===== config.mk =====
export PLATFORM = sky130hd
export DESIGN_NAME = pvc_pin_ctrl
export DESIGN_NICKNAME = d
export VERILOG_FILES = /design/src/core/pvc_slew_settle.v /design/src/core/pvc_pin_ctrl.v
export VERILOG_INCLUDE_DIRS = /design/src /design/src/pkg
export SDC_FILE = /design/constraint.sdc
export NUM_CORES = 1
export LEC_CHECK = 0
export ABC_AREA = 1
export BUFFER_PORTS_ARGS = -buffer_cell sky130_fd_sc_hd__buf_2
export CORE_ASPECT_RATIO = 2
export CORE_UTILIZATION = 45
export DETAILED_ROUTE_END_ITERATION = 12
export PLACE_DENSITY_LB_ADDON = 0.25
export REMOVE_ABC_BUFFERS = 1
export SYNTH_ARGS = -nofsm -noshare
export SYNTH_HDL_FRONTEND = slang
export SYNTH_SLANG_ARGS = --single-unit

===== constraint.sdc =====
create_clock -name i_ref_clk -period 1.65 [get_ports i_ref_clk]
set_clock_uncertainty 0.05 [all_clocks]
set_input_delay 0.33 -clock i_ref_clk [delete_from_list [all_inputs] [get_ports i_ref_clk]]
set_output_delay 0.33 -clock i_ref_clk [all_outputs]
set_load 0.005 [all_outputs]

===== src/pkg/pvc_defines.vh =====
/*
 constants for the port u / port v pin control block: register offsets,
 reset values, settle timing and interrupt bit positions.
 assumes: included by bare name from core files.
*/
`ifndef PVC_DEFINES_VH
`define PVC_DEFINES_VH

// =====================================================================
// register map (byte offsets on the plain register port)
`define PVC_ADDR_W 10
`define PVC_OFF_PULL_EN 10'h294
`define PVC_OFF_POLARITY 10'h295
`define PVC_OFF_SLEW 10'h296
`define PVC_OFF_RSVD 10'h297
`define PVC_OFF_V_DATA 10'h298
`define PVC_OFF_V_DIR 10'h299
`define PVC_OFF_IRQ_STAT 10'h29A
`define PVC_OFF_IRQ_MASK 10'h29B
`define PVC_OFF_SLEW_STAT 10'h29C

// =====================================================================
// reset values
`define PVC_RST_BYTE 8'h00
`define PVC_RSVD_READ 8'h00
`define PVC_IBUF_RST 8'hFF

// =====================================================================
// timing: clock period and settle time in ns
`define PVC_CLK_NS 100
`define PVC_SETTLE_NS 300
`define PVC_CNT_W 4

// =====================================================================
// interrupt status bits: settle done, stop entered
`define PVC_IRQ_SETTLE 0
`define PVC_IRQ_STOP 1

`endif


===== src/core/pvc_slew_settle.v =====
/*
 slew settle timer: counts bus clocks after a zero/non-zero change of
 the slew register or a stop-mode exit, then releases slew control.
 assumes: i_stop is already synchronous to i_ref_clk.
*/
`timescale 1ns/1ps
`include "pvc_defines.vh"

module pvc_slew_settle (
   input wire i_ref_clk,
   input wire i_reset,
   input wire i_restart,
   input wire i_stop,
   output reg o_settled,
   output wire o_done_pulse
);

   // =====================================================================
   // cycle count, rounded up as a least time
   localparam integer SETTLE_INT =
      (`PVC_SETTLE_NS + `PVC_CLK_NS - 1) / `PVC_CLK_NS;
   localparam [`PVC_CNT_W-1:0] SETTLE_CYC = SETTLE_INT[`PVC_CNT_W-1:0];

   reg [`PVC_CNT_W-1:0] count;
   reg [`PVC_CNT_W-1:0] next_count;
   reg next_settled;

   always @* begin
      next_count = count;
      next_settled = o_settled;
      if (i_stop) begin
         // held off during stop; a fresh interval runs on wakeup
         next_count = SETTLE_CYC;
         next_settled = 1'b0;
      end else if (i_restart) begin
         next_count = SETTLE_CYC;
         next_settled = 1'b0;
      end else if (count != {`PVC_CNT_W{1'b0}}) begin
         next_count = count - {{(`PVC_CNT_W-1){1'b0}}, 1'b1};
         next_settled = (count == {{(`PVC_CNT_W-1){1'b0}}, 1'b1});
      end
   end

   assign o_done_pulse = next_settled & ~o_settled;

   always @(posedge i_ref_clk) begin
      if (i_reset) begin
         count <= {`PVC_CNT_W{1'b0}};
         o_settled <= 1'b1;
      end else begin
         count <= next_count;
         o_settled <= next_settled;
      end
   end

endmodule


===== src/core/pvc_pin_ctrl.v =====
/*
 pin control for port u (pull polarity, edge select, slew) and port v
 (data register, read-back, pin ownership), with a plain register port
 and one level interrupt.
 assumes: pins arrive asynchronous and are synchronised here; peripheral
 enables and outputs come from logic on i_ref_clk.
*/
// Decided for this implementation: the address-and-strobe port.
// Behaviour
// - polarity bit also picks interrupt edge
// - polarity 0 pull-up, 1 pull-down, gated
// - slew bit on disables input buffer
// - slew change settles after about 300 ns
// - stop forces slew off, resettles on wake
// - reserved address reads zero, ignores writes
// - port v read: latch if output, else pin
// - bits 7,5: motor pwm over gpio
// - bits 6,4: motor, timer, then gpio
// - polarity and slew writable any time
// - bit 3: motor, iic, pwm_channel_seven, spi, gpio
// - pull enables reset cleared
`timescale 1ns/1ps
`include "pvc_defines.vh"

module pvc_pin_ctrl (
   input wire i_ref_clk,
   input wire i_reset,
   input wire [`PVC_ADDR_W-1:0] i_addr,
   input wire [7:0] i_wdata,
   input wire i_wr,
   input wire i_rd,
   output reg [7:0] o_rdata,
   input wire [7:0] i_port_u_dir,
   input wire [7:0] i_port_u_pin,
   input wire i_stop,
   output reg [7:0] o_port_u_pull_up,
   output reg [7:0] o_port_u_pull_down,
   output reg [7:0] o_port_u_slew_on,
   output reg [7:0] o_port_u_ibuf_en,
   output reg [7:0] o_port_u_edge_event,
   input wire [7:0] i_port_v_pin,
   output reg [7:0] o_port_v_out,
   output reg [7:0] o_port_v_oe,
   input wire [7:0] i_motor_en,
   input wire [7:0] i_motor_out,
   input wire [3:0] i_second_timer_en,
   input wire [3:0] i_second_timer_out,
   input wire i_iic_sda_en,
   input wire i_iic_sda_out,
   input wire i_pwm_channel_seven_en,
   input wire i_pwm_channel_seven_out,
   input wire i_spi_select_en,
   input wire i_spi_select_out,
   output wire o_irq
);

   // =====================================================================
   // registers
   reg [7:0] port_u_pull_enable;
   reg [7:0] port_u_pull_polarity;
   reg [7:0] port_u_slew_control;
   reg [7:0] port_v_data;
   reg [7:0] port_v_direction;
   reg [7:0] irq_status;
   reg [7:0] irq_mask;
   reg [7:0] u_meta;
   reg [7:0] u_sync;
   reg [7:0] u_prev;
   reg [7:0] v_meta;
   reg [7:0] v_sync;
   reg [7:0] irq_u_status;
   reg stop_meta;
   reg stop_sync;
   reg stop_prev;

   // =====================================================================
   // address decode shared by the write and status paths
   function reg_hit;
      input strobe;
      input [`PVC_ADDR_W-1:0] addr;
      input [`PVC_ADDR_W-1:0] off;
      begin
         reg_hit = strobe & (addr == off);
      end
   endfunction

   wire wr_pol = reg_hit(i_wr, i_addr, `PVC_OFF_POLARITY);
   wire wr_slew = reg_hit(i_wr, i_addr, `PVC_OFF_SLEW);
   wire slew_nz_new = (i_wdata != `PVC_RST_BYTE);
   wire slew_nz_old = (port_u_slew_control != `PVC_RST_BYTE);
   wire slew_restart = wr_slew & (slew_nz_new != slew_nz_old);
   wire settled;
   wire settle_done;

   // =====================================================================
   // settle timer
   pvc_slew_settle u_settle (
      .i_ref_clk(i_ref_clk),
      .i_reset(i_reset),
      .i_restart(slew_restart),
      .i_stop(stop_sync),
      .o_settled(settled),
      .o_done_pulse(settle_done)
   );

   // =====================================================================
   // port u pad controls
   always @(posedge i_ref_clk) begin
      if (i_reset) begin
         o_port_u_pull_up <= `PVC_RST_BYTE;
         o_port_u_pull_down <= `PVC_RST_BYTE;
         o_port_u_slew_on <= `PVC_RST_BYTE;
         o_port_u_ibuf_en <= `PVC_IBUF_RST;
      end else begin
         o_port_u_pull_up <= port_u_pull_enable & ~i_port_u_dir &
            ~port_u_pull_polarity;
         o_port_u_pull_down <= port_u_pull_enable & ~i_port_u_dir &
            port_u_pull_polarity;
         // old setting holds until settled; stop forces slew off and input buffers on
         if (stop_sync) begin
            o_port_u_slew_on <= `PVC_RST_BYTE;
            o_port_u_ibuf_en <= `PVC_IBUF_RST;
         end else if (settled) begin
            o_port_u_slew_on <= port_u_slew_control;
            o_port_u_ibuf_en <= ~port_u_slew_control;
         end
      end
   end

   // edge sense: polarity 0 selects falling, 1 selects rising
   wire [7:0] rise = u_sync & ~u_prev;
   wire [7:0] fall = ~u_sync & u_prev;
   wire [7:0] edge_hit = (port_u_pull_polarity & rise) |
      (~port_u_pull_polarity & fall);

   always @(posedge i_ref_clk) begin
      if (i_reset) begin
         o_port_u_edge_event <= `PVC_RST_BYTE;
      end else begin
         o_port_u_edge_event <= edge_hit;
      end
   end

   // =====================================================================
   // synchronisers
   always @(posedge i_ref_clk) begin
      if (i_reset) begin
         u_meta <= `PVC_RST_BYTE;
         u_sync <= `PVC_RST_BYTE;
         u_prev <= `PVC_RST_BYTE;
         v_meta <= `PVC_RST_BYTE;
         v_sync <= `PVC_RST_BYTE;
         stop_meta <= 1'b0;
         stop_sync <= 1'b0;
         stop_prev <= 1'b0;
      end else begin
         u_meta <= i_port_u_pin;
         u_sync <= u_meta;
         u_prev <= u_sync;
         v_meta <= i_port_v_pin;
         v_sync <= v_meta;
         stop_meta <= i_stop;
         stop_sync <= stop_meta;
         stop_prev <= stop_sync;
      end
   end

   // =====================================================================
   // port v pin ownership
   function [1:0] pick_owner;
      // 2'h2 motor, 2'h1 alternative, 2'h0 general purpose
      input motor_en;
      input alt_en;
      begin
         if (motor_en)
            pick_owner = 2'h2;
         else if (alt_en)
            pick_owner = 2'h1;
         else
            pick_owner = 2'h0;
      end
   endfunction

   function [1:0] timer_chan;
      // bit 4 carries timer channel 2, bit 6 channel 3
      input [2:0] bit_pos;
      begin
         timer_chan = bit_pos[2:1];
      end
   endfunction

   reg [7:0] next_v_out;
   reg [7:0] next_v_oe;
   reg alt3_en;
   reg alt3_out;
   integer b;

   always @* begin
      next_v_out = port_v_data;
      next_v_oe = port_v_direction;
      alt3_en = 1'b0;
      alt3_out = 1'b0;
      // bit 3 chain below motor: iic, pwm seven, spi select
      if (i_iic_sda_en) begin
         alt3_en = 1'b1;
         alt3_out = i_iic_sda_out;
      end else if (i_pwm_channel_seven_en) begin
         alt3_en = 1'b1;
         alt3_out = i_pwm_channel_seven_out;
      end else if (i_spi_select_en) begin
         alt3_en = 1'b1;
         alt3_out = i_spi_select_out;
      end
      for (b = 4; b < 8; b = b + 1) begin
         case (pick_owner(i_motor_en[b],
            (b == 4 || b == 6) ? i_second_timer_en[timer_chan(b[2:0])] :
            1'b0))
            2'h2: begin
               next_v_out[b] = i_motor_out[b];
               next_v_oe[b] = 1'b1;
            end
            2'h1: begin
               next_v_out[b] = i_second_timer_out[timer_chan(b[2:0])];
               next_v_oe[b] = 1'b1;
            end
            default: begin
               next_v_out[b] = port_v_data[b];
               next_v_oe[b] = port_v_direction[b];
            end
         endcase
      end
      case (pick_owner(i_motor_en[3], alt3_en))
         2'h2: begin
            next_v_out[3] = i_motor_out[3];
            next_v_oe[3] = 1'b1;
         end
         2'h1: begin
            next_v_out[3] = alt3_out;
            next_v_oe[3] = 1'b1;
         end
         default: begin
            next_v_out[3] = port_v_data[3];
            next_v_oe[3] = port_v_direction[3];
         end
      endcase
      // bits 2..0 here carry only motor over general purpose; their
      // own alternate chains belong to another block
      for (b = 0; b < 3; b = b + 1) begin
         if (i_motor_en[b]) begin
            next_v_out[b] = i_motor_out[b];
            next_v_oe[b] = 1'b1;
         end
      end
   end

   always @(posedge i_ref_clk) begin
      if (i_reset) begin
         o_port_v_out <= `PVC_RST_BYTE;
         o_port_v_oe <= `PVC_RST_BYTE;
      end else begin
         o_port_v_out <= next_v_out;
         o_port_v_oe <= next_v_oe;
      end
   end

   // =====================================================================
   // register writes and sticky interrupt flags (set beats clear)
   reg [7:0] irq_evt;

   always @* begin
      irq_evt = `PVC_RST_BYTE;
      irq_evt[`PVC_IRQ_SETTLE] = settle_done;
      irq_evt[`PVC_IRQ_STOP] = stop_sync & ~stop_prev;
   end

   always @(posedge i_ref_clk) begin
      if (i_reset) begin
         port_u_pull_enable <= `PVC_RST_BYTE;
         port_u_pull_polarity <= `PVC_RST_BYTE;
         port_u_slew_control <= `PVC_RST_BYTE;
         port_v_data <= `PVC_RST_BYTE;
         port_v_direction <= `PVC_RST_BYTE;
         irq_status <= `PVC_RST_BYTE;
         irq_mask <= `PVC_RST_BYTE;
         irq_u_status <= `PVC_RST_BYTE;
      end else begin
         if (reg_hit(i_wr, i_addr, `PVC_OFF_PULL_EN))
            port_u_pull_enable <= i_wdata;
         if (wr_pol)
            port_u_pull_polarity <= i_wdata;
         if (wr_slew)
            port_u_slew_control <= i_wdata;
         if (reg_hit(i_wr, i_addr, `PVC_OFF_V_DATA))
            port_v_data <= i_wdata;
         if (reg_hit(i_wr, i_addr, `PVC_OFF_V_DIR))
            port_v_direction <= i_wdata;
         if (reg_hit(i_wr, i_addr, `PVC_OFF_IRQ_MASK))
            irq_mask <= i_wdata;
         if (reg_hit(i_wr, i_addr, `PVC_OFF_IRQ_STAT))
            irq_status <= (irq_status & ~i_wdata) | irq_evt;
         else
            irq_status <= irq_status | irq_evt;
         // port u edge flags have their own slot and stay off o_irq
         if (reg_hit(i_wr, i_addr, `PVC_OFF_SLEW_STAT))
            irq_u_status <= (irq_u_status & ~i_wdata) | edge_hit;
         else
            irq_u_status <= irq_u_status | edge_hit;
      end
   end

   assign o_irq = |(irq_status & irq_mask);

   // =====================================================================
   // read data, one cycle after the strobe
   // input bits pass the synchroniser first, so a pin change shows in the
   // read value two cycles later; a direction change switches the mux at once
   wire [7:0] v_read = (port_v_direction & port_v_data) |
      (~port_v_direction & v_sync);

   always @(posedge i_ref_clk) begin
      if (i_reset) begin
         o_rdata <= `PVC_RST_BYTE;
      end else if (i_rd) begin
         case (i_addr)
            `PVC_OFF_PULL_EN: o_rdata <= port_u_pull_enable;
            `PVC_OFF_POLARITY: o_rdata <= port_u_pull_polarity;
            `PVC_OFF_SLEW: o_rdata <= port_u_slew_control;
            `PVC_OFF_RSVD: o_rdata <= `PVC_RSVD_READ;
            `PVC_OFF_V_DATA: o_rdata <= v_read;
            `PVC_OFF_V_DIR: o_rdata <= port_v_direction;
            `PVC_OFF_IRQ_STAT: o_rdata <= irq_status;
            `PVC_OFF_IRQ_MASK: o_rdata <= irq_mask;
            `PVC_OFF_SLEW_STAT: o_rdata <= irq_u_status;
            default: o_rdata <= `PVC_RST_BYTE;
         endcase
      end else begin
         o_rdata <= `PVC_RST_BYTE;
      end
   end

endmodule


* Word level (Yosys, flattened, before mapping)
Cells that the tools add are included.
Operators by class: reduce and logical (&&, ||, !) cells 13, mux-type cells 39, bitwise gates (word level) 39, add/sub/neg operators 1, eq/ne operators 20
Operators by type and width (number):
- 8-bit bitwise AND | 12
- 10-bit == test, second input constant | 8
- 8-bit one-hot mux with 8 select lines | 1
- 8-bit inverter | 7
- 8-bit OR | 4
- 1-bit two-way mux | 23
- 2-bit two-way mux | 8
- 8-bit two-way mux | 2
- 8-bit by 2-bit OR with 8-bit output | 2
- 8-bit nonzero test | 2
- 2-bit OR reduction | 7
- 1-bit bitwise AND | 11
- 2-bit by 1-bit == test with 1-bit output, second input constant | 5
- 2-bit == test, second input constant | 5
- 1-bit one-hot mux with 2 select lines | 5
- 8-bit OR reduction | 1
- 4-bit by 1-bit == test with 1-bit output, second input constant | 1
- 4-bit nonzero test | 1
- 4-bit by 1-bit subtractor with 4-bit output, second input constant | 1
- 1-bit inverter | 3
- 3-bit nonzero test | 1
- 3-bit OR reduction | 1
- 1-bit inequality test | 1
Storage, ports and cells: input port bits 77, bits in registers 176, output and inout port bits 65, word-level logic and storage cells 139

* Logic depth before layout (Yosys ltp)
word-level depth 8, depth in mapped cells 11, mapped depth without buffers 11

* Hierarchy
A second synthesis with hierarchy kept.
Second synthesis, totals: cell total of the unflattened synthesis 885, area, all modules 6791.5 µm²
By module, submodules not included:
- pvc_pin_ctrl | cells an instance 847, area each 6515.0 µm², times used 1
- pvc_slew_settle | cells an instance 38, area each 276.5 µm², times used 1

* Worst setup path after synthesis
No wires, ideal clock.
kind in2reg, from input port i_addr[6], to register port_v_data[7], arrival time 1.231 ns, path buffers 1, setup time 0.115 ns, cell stages on the path 9, slack 0.254 ns, data required time 1.485 ns, cells stage by stage nor2_1 nand2_2 nor2_8 nand2_4 inv_4 nand2_4 buf_6 o21ai_2 a21oi_2
On the way: word-level cells in the longest chain between the ends 2
RTL lines:
- start, declared | line pvc_pin_ctrl.v:28 | input wire [`PVC_ADDR_W-1:0] i_addr,
- 10-bit == test | line pvc_pin_ctrl.v:83 | reg_hit = strobe & (addr == off);
- 1-bit bitwise AND | line pvc_pin_ctrl.v:83
- end signal, assigned | line pvc_pin_ctrl.v:281 | port_v_data <= `PVC_RST_BYTE;
- end signal, assigned | line pvc_pin_ctrl.v:294 | port_v_data <= i_wdata;
- end, declared | line pvc_pin_ctrl.v:62 | reg [7:0] port_v_data;
Every way passes these cells. A chain may end at the register's enable or synchronous reset.

* Worst setup path after layout
from register irq_mask[6], to output port o_irq
On the way: word-level cells in the longest chain between the ends 2
RTL lines:
- start, declared | line pvc_pin_ctrl.v:65 | reg [7:0] irq_mask;
- start signal, assigned | line pvc_pin_ctrl.v:284 | irq_mask <= `PVC_RST_BYTE;
- start signal, assigned | line pvc_pin_ctrl.v:298 | irq_mask <= i_wdata;
- 8-bit bitwise AND | line pvc_pin_ctrl.v:311 | assign o_irq = |(irq_status & irq_mask);
- 8-bit OR reduction | line pvc_pin_ctrl.v:311
- end, declared | line pvc_pin_ctrl.v:54 | output wire o_irq
Every way passes these cells.

==> summary by stage <==
Route
Dividing the detail-routed via count by the number of cells gives between 4 and 5. The wire length reported by the detailed router is between 15 and 20 mm. The via count of the routed design is between 6,000 and 7,000. The number of nets still failing antenna checks after routing is 0. The routed wirelength normalized by instance count is 14.4 um.

After detailed routing, the number of remaining DRC violations is 0. The pre-antenna-repair detailed-routing pass consisted of 5 iterations. The first routing iteration left 275 violations.

Cells and area
The number of filler instances in the final layout is about 1,400. In the layout the commonest cells are sky130_fd_sc_hd__dfxtp_1 (171), sky130_fd_sc_hd__buf_2 (136), sky130_fd_sc_hd__inv_1 (133), sky130_fd_sc_hd__nor2_1 (107), sky130_fd_sc_hd__nand2_1 (95). Summing all non-filler instances in the final layout gives an area of roughly 8700 um^2. For this run, the number of standard cells in the final layout without fillers is about 1,300. Cells fill between 50% and 60% of the core in the end. The area overhead of the layout relative to synthesis is 25.9%.

The commonest non-fill, non-tap cell in the layout is sky130_fd_sc_hd__dfxtp_1. The area of the multi-input gates is between 2000 and 3000 um^2. For this run, the post-layout net count is ~1,100. In the final layout, flip-flops and latches occupy approximately 3500 um^2. The fraction of layout instances using a drive strength above 1 is ~26%.

Die
The die footprint is roughly 16,000 um^2. The number of ports placed on the die boundary is between 100 and 150. The count of standard-cell rows is 63. The die is 89.6 um wide. The initial cell density of the core is 46.4%. The area of the core region is between 10,000 and 15,000 um^2. Measured along the y axis, the die boundary spans around 180 um.

GRT
The first global-routing pass estimated between 20 and 30 mm of wire. For this run the aggregate overflow at the end of global routing stands at 0. The via count of the first global-routing pass is about 5,700. The largest net degree at the start of global routing is 73.

The number of antenna violations at the first check in global routing was 1. The global-route total usage across every layer is between 20% and 30%.

Setup path
Traced cell by cell, the critical path runs through nand2_2, o21ai_2, a211oi_2, o2111ai_2, buf_2. The logic depth of the worst register-to-register path is 7. The slowest stage of the critical path is the sky130_fd_sc_hd__dfxtp_2 cell. The worst register-to-register path has a setup slack of around 0.21 ns.

The count of buffer and inverter cells on the critical path is 1. In this run the worst setup path begins at irq_mask[6]. The maximum fanout encountered on the critical timing path is 3. The delay of the slowest critical-path stage is around 0.34 ns. The endpoint required time on the critical path is 1.27 ns. The critical path crosses 5 cells after its start point. STA classifies the critical path startpoint as a register.

The kind of cell with the highest combined delay along the critical path is compound AO/OA/AOI/OAI gates. The worst setup path is captured at a primary output. The worst register-to-register path ends at irq_status[0]. The critical path is of the reg -> out type. Data on the critical path arrives at its endpoint at around 1.4 ns. The origin of the critical flop-to-flop path is u_settle.count[0]. The critical path ends at o_irq.

Synthesis
The number of warnings reported in the yosys synthesis log is 0. Counting flops and latches in the post-synthesis netlist gives 176. Counting flops with an async set or reset pin after synthesis yields a share of 0%. The largest area contributor in the netlist is sky130_fd_sc_hd__dfxtp_1. The fraction of post-synthesis cell area in the top cell type by area is roughly half. The leading register cell type out of synthesis is sky130_fd_sc_hd__dfxtp_1. The distinct cell type count of the synthesized netlist is 41.

Counting flops with a built-in enable in the synthesized netlist gives 0. In this run the cell area of the synthesized design comes to ~6900 um^2. The cell count after synthesis came out at between 800 and 900. Yosys attributes the largest share of cell area to sky130_fd_sc_hd__dfxtp_1 (51%), sky130_fd_sc_hd__inv_1 (7.4%), sky130_fd_sc_hd__o21ai_0 (5.9%).

Of the synthesized area, sequential elements account for 51.0%. The average size of a mapped cell is approximately 8 um^2.

CTS
The root buffer cell is sky130_fd_sc_hd__clkbuf_16. For the worst-skew pair, the clock arrives at the later sink with an insertion delay of approximately 0.43 ns. The post-CTS clock slew at the launch and capture registers of the worst setup and hold paths is about 0.07 ns.

Buffers inserted during clock tree synthesis total 17. For this design, the sink count on the clock tree is 176. In this run the deepest clock path goes through 2 buffers. The deepest level of the CTS H-tree is 4. The TritonCTS clock tree is yes.

Placement
The placed wire-length estimate is 13.4 mm. In this run the tool buffered the top-level ports with roughly 140 buffer cells. In this run the cell area measured after placement is ~8100 um^2.

Including well taps, the total number of placed cells is 1,215. The congestion estimate from routability-driven global placement came to approximately 0.9.

STA
The number of endpoints with negative hold slack in the final report came to 0. Derived from the worst setup path, the maximum achievable clock frequency is between 500 and 600 MHz. Setup violations remaining at the end of the flow were counted as 1. Once routing completed, OpenROAD measured the worst setup slack at -0.155 ns. Hold timing on the final database bottoms out at a slack of 0.0137 ns. After layout, the minimum clock period comes to between 1.5 and 2 ns. In this run the tightest slew margin relative to its limit is 73.5%.

The post-route clock period utilization is 109%. The measured slew at the worst slew-check pin is approximately 0.4 ns. Setup repair after global routing could not meet its margin everywhere. The final number of max-transition violations was 0.

Status
The run finished, with violations left. The checks that failed: negative setup slack.

Power and ir drop
The leakage power of the design is just under 4 nW. The power density relative to cell area is around 1100 nW/um^2. Power comes to between 9 and 10 mW.

The highest ir drop seen on vdd is about 0.76 mV.

Job
The tool flagged a number of max-cap violations equal to 0.

Worst hold path
The classification of the worst-slack hold path is in -> reg.
==> layout make-up <==
| class | instances | area share (%) |
|---|---|---|
| Antenna cell | 1 | 0.0288 |
| Multi-Input combinational cell | 515 | 31.0 |
| Tap cell | 195 | 2.81 |
| Timing Repair Buffer | 188 | 12.8 |
| Clock inverter | 13 | 1.45 |
| Inverter | 145 | 6.29 |
| Clock buffer | 19 | 5.09 |
| Sequential cell | 176 | 40.6 |
==> routing by layer <==
metal	up-vias	wire length, um	GRT usage (%)
met2	190	9600	41.7
met4	0	891	15.4
met5	-	0	0
li1	3157	-	-
met1	2790	6820	25.1
met3	58	699	4.38
==> cells by family after synthesis <==
group	count (synthesis)	share of synthesized area (%)
xor+xnor	3	0.380
fa+ha+maj	3	0.543
compound gates	200	15.8
simple gates	309	21.9
buf+inv	175	10.3
flops	176	51.0
==> worst min path at each step <==
| stage | start | to | depth (start not counted) |
|---|---|---|---|
| 3_3_place_gp | u_meta[7] | u_sync[7] | 2 |
| 3_5_place_dp | u_meta[7] | u_sync[7] | 2 |
| 6_report | i_port_u_dir[6] | o_port_u_pull_up[6] | 2 |
| 5_1_grt | i_port_u_dir[6] | o_port_u_pull_up[6] | 2 |
| 4_1_cts | i_port_u_dir[6] | o_port_u_pull_up[6] | 2 |
| 2_1_floorplan | stop_meta | stop_sync | 2 |
==> repair_timing <==
action | 4_1_cts | 5_1_grt
gates resized for setup | 7 | 8
pin swaps | 2 | 2
hold endpoints to repair | 1 | 0
setup endpoints to repair | 1 | 1
setup buffers | 2 | 1
cloned | 0 | 0
hold buffers | 1 | 0
==> cell usage after synthesis (2+ instances only) <==
cell / instances
sky130_fd_sc_hd__nand3_1: 38
sky130_fd_sc_hd__nand3_4: 2
sky130_fd_sc_hd__nand3_2: 2
sky130_fd_sc_hd__buf_6: 5
sky130_fd_sc_hd__dfxtp_1: 176
sky130_fd_sc_hd__inv_2: 7
sky130_fd_sc_hd__o2111ai_1: 2
sky130_fd_sc_hd__inv_1: 136
sky130_fd_sc_hd__nor2_4: 5
sky130_fd_sc_hd__nand2_1: 97
sky130_fd_sc_hd__o21ai_1: 3
sky130_fd_sc_hd__clkbuf_1: 16
sky130_fd_sc_hd__nor3_4: 2
sky130_fd_sc_hd__a31oi_1: 3
sky130_fd_sc_hd__buf_4: 2
sky130_fd_sc_hd__nor2_8: 2
sky130_fd_sc_hd__o21a_1: 8
sky130_fd_sc_hd__buf_2: 7
sky130_fd_sc_hd__nor2_2: 3
sky130_fd_sc_hd__o22ai_1: 5
sky130_fd_sc_hd__nand3b_1: 2
sky130_fd_sc_hd__nor4_1: 16
sky130_fd_sc_hd__a21oi_2: 2
sky130_fd_sc_hd__nand4_1: 20
sky130_fd_sc_hd__a21oi_1: 77
sky130_fd_sc_hd__o211ai_1: 8
sky130_fd_sc_hd__ha_1: 3
sky130_fd_sc_hd__nand2_2: 5
sky130_fd_sc_hd__xnor2_1: 2
sky130_fd_sc_hd__o21ai_2: 3
sky130_fd_sc_hd__a211oi_1: 6
sky130_fd_sc_hd__nand2_4: 5
sky130_fd_sc_hd__o21ai_0: 82
sky130_fd_sc_hd__nor2_1: 107
==> where the power goes <==
part | switching, mW | total, mW | internal, mW
registers | 0.132 | 4.62 | 4.48
logic | 0.667 | 1.15 | 0.483
clock network | 1.84 | 3.87 | 2.03
==> metrics by stage <==
step | setup WS [ns] | setup TNS (ns)
6_report | -0.155 | -0.155
5_1_grt | -0.209 | -0.209
4_1_cts | -0.153 | -0.153
3_5_place_dp | -0.0565 | -0.453
3_3_place_gp | -0.0483 | -0.150
2_1_floorplan | -0.143 | -0.570
No activity file was read; power rests on OpenSTA's default activity.
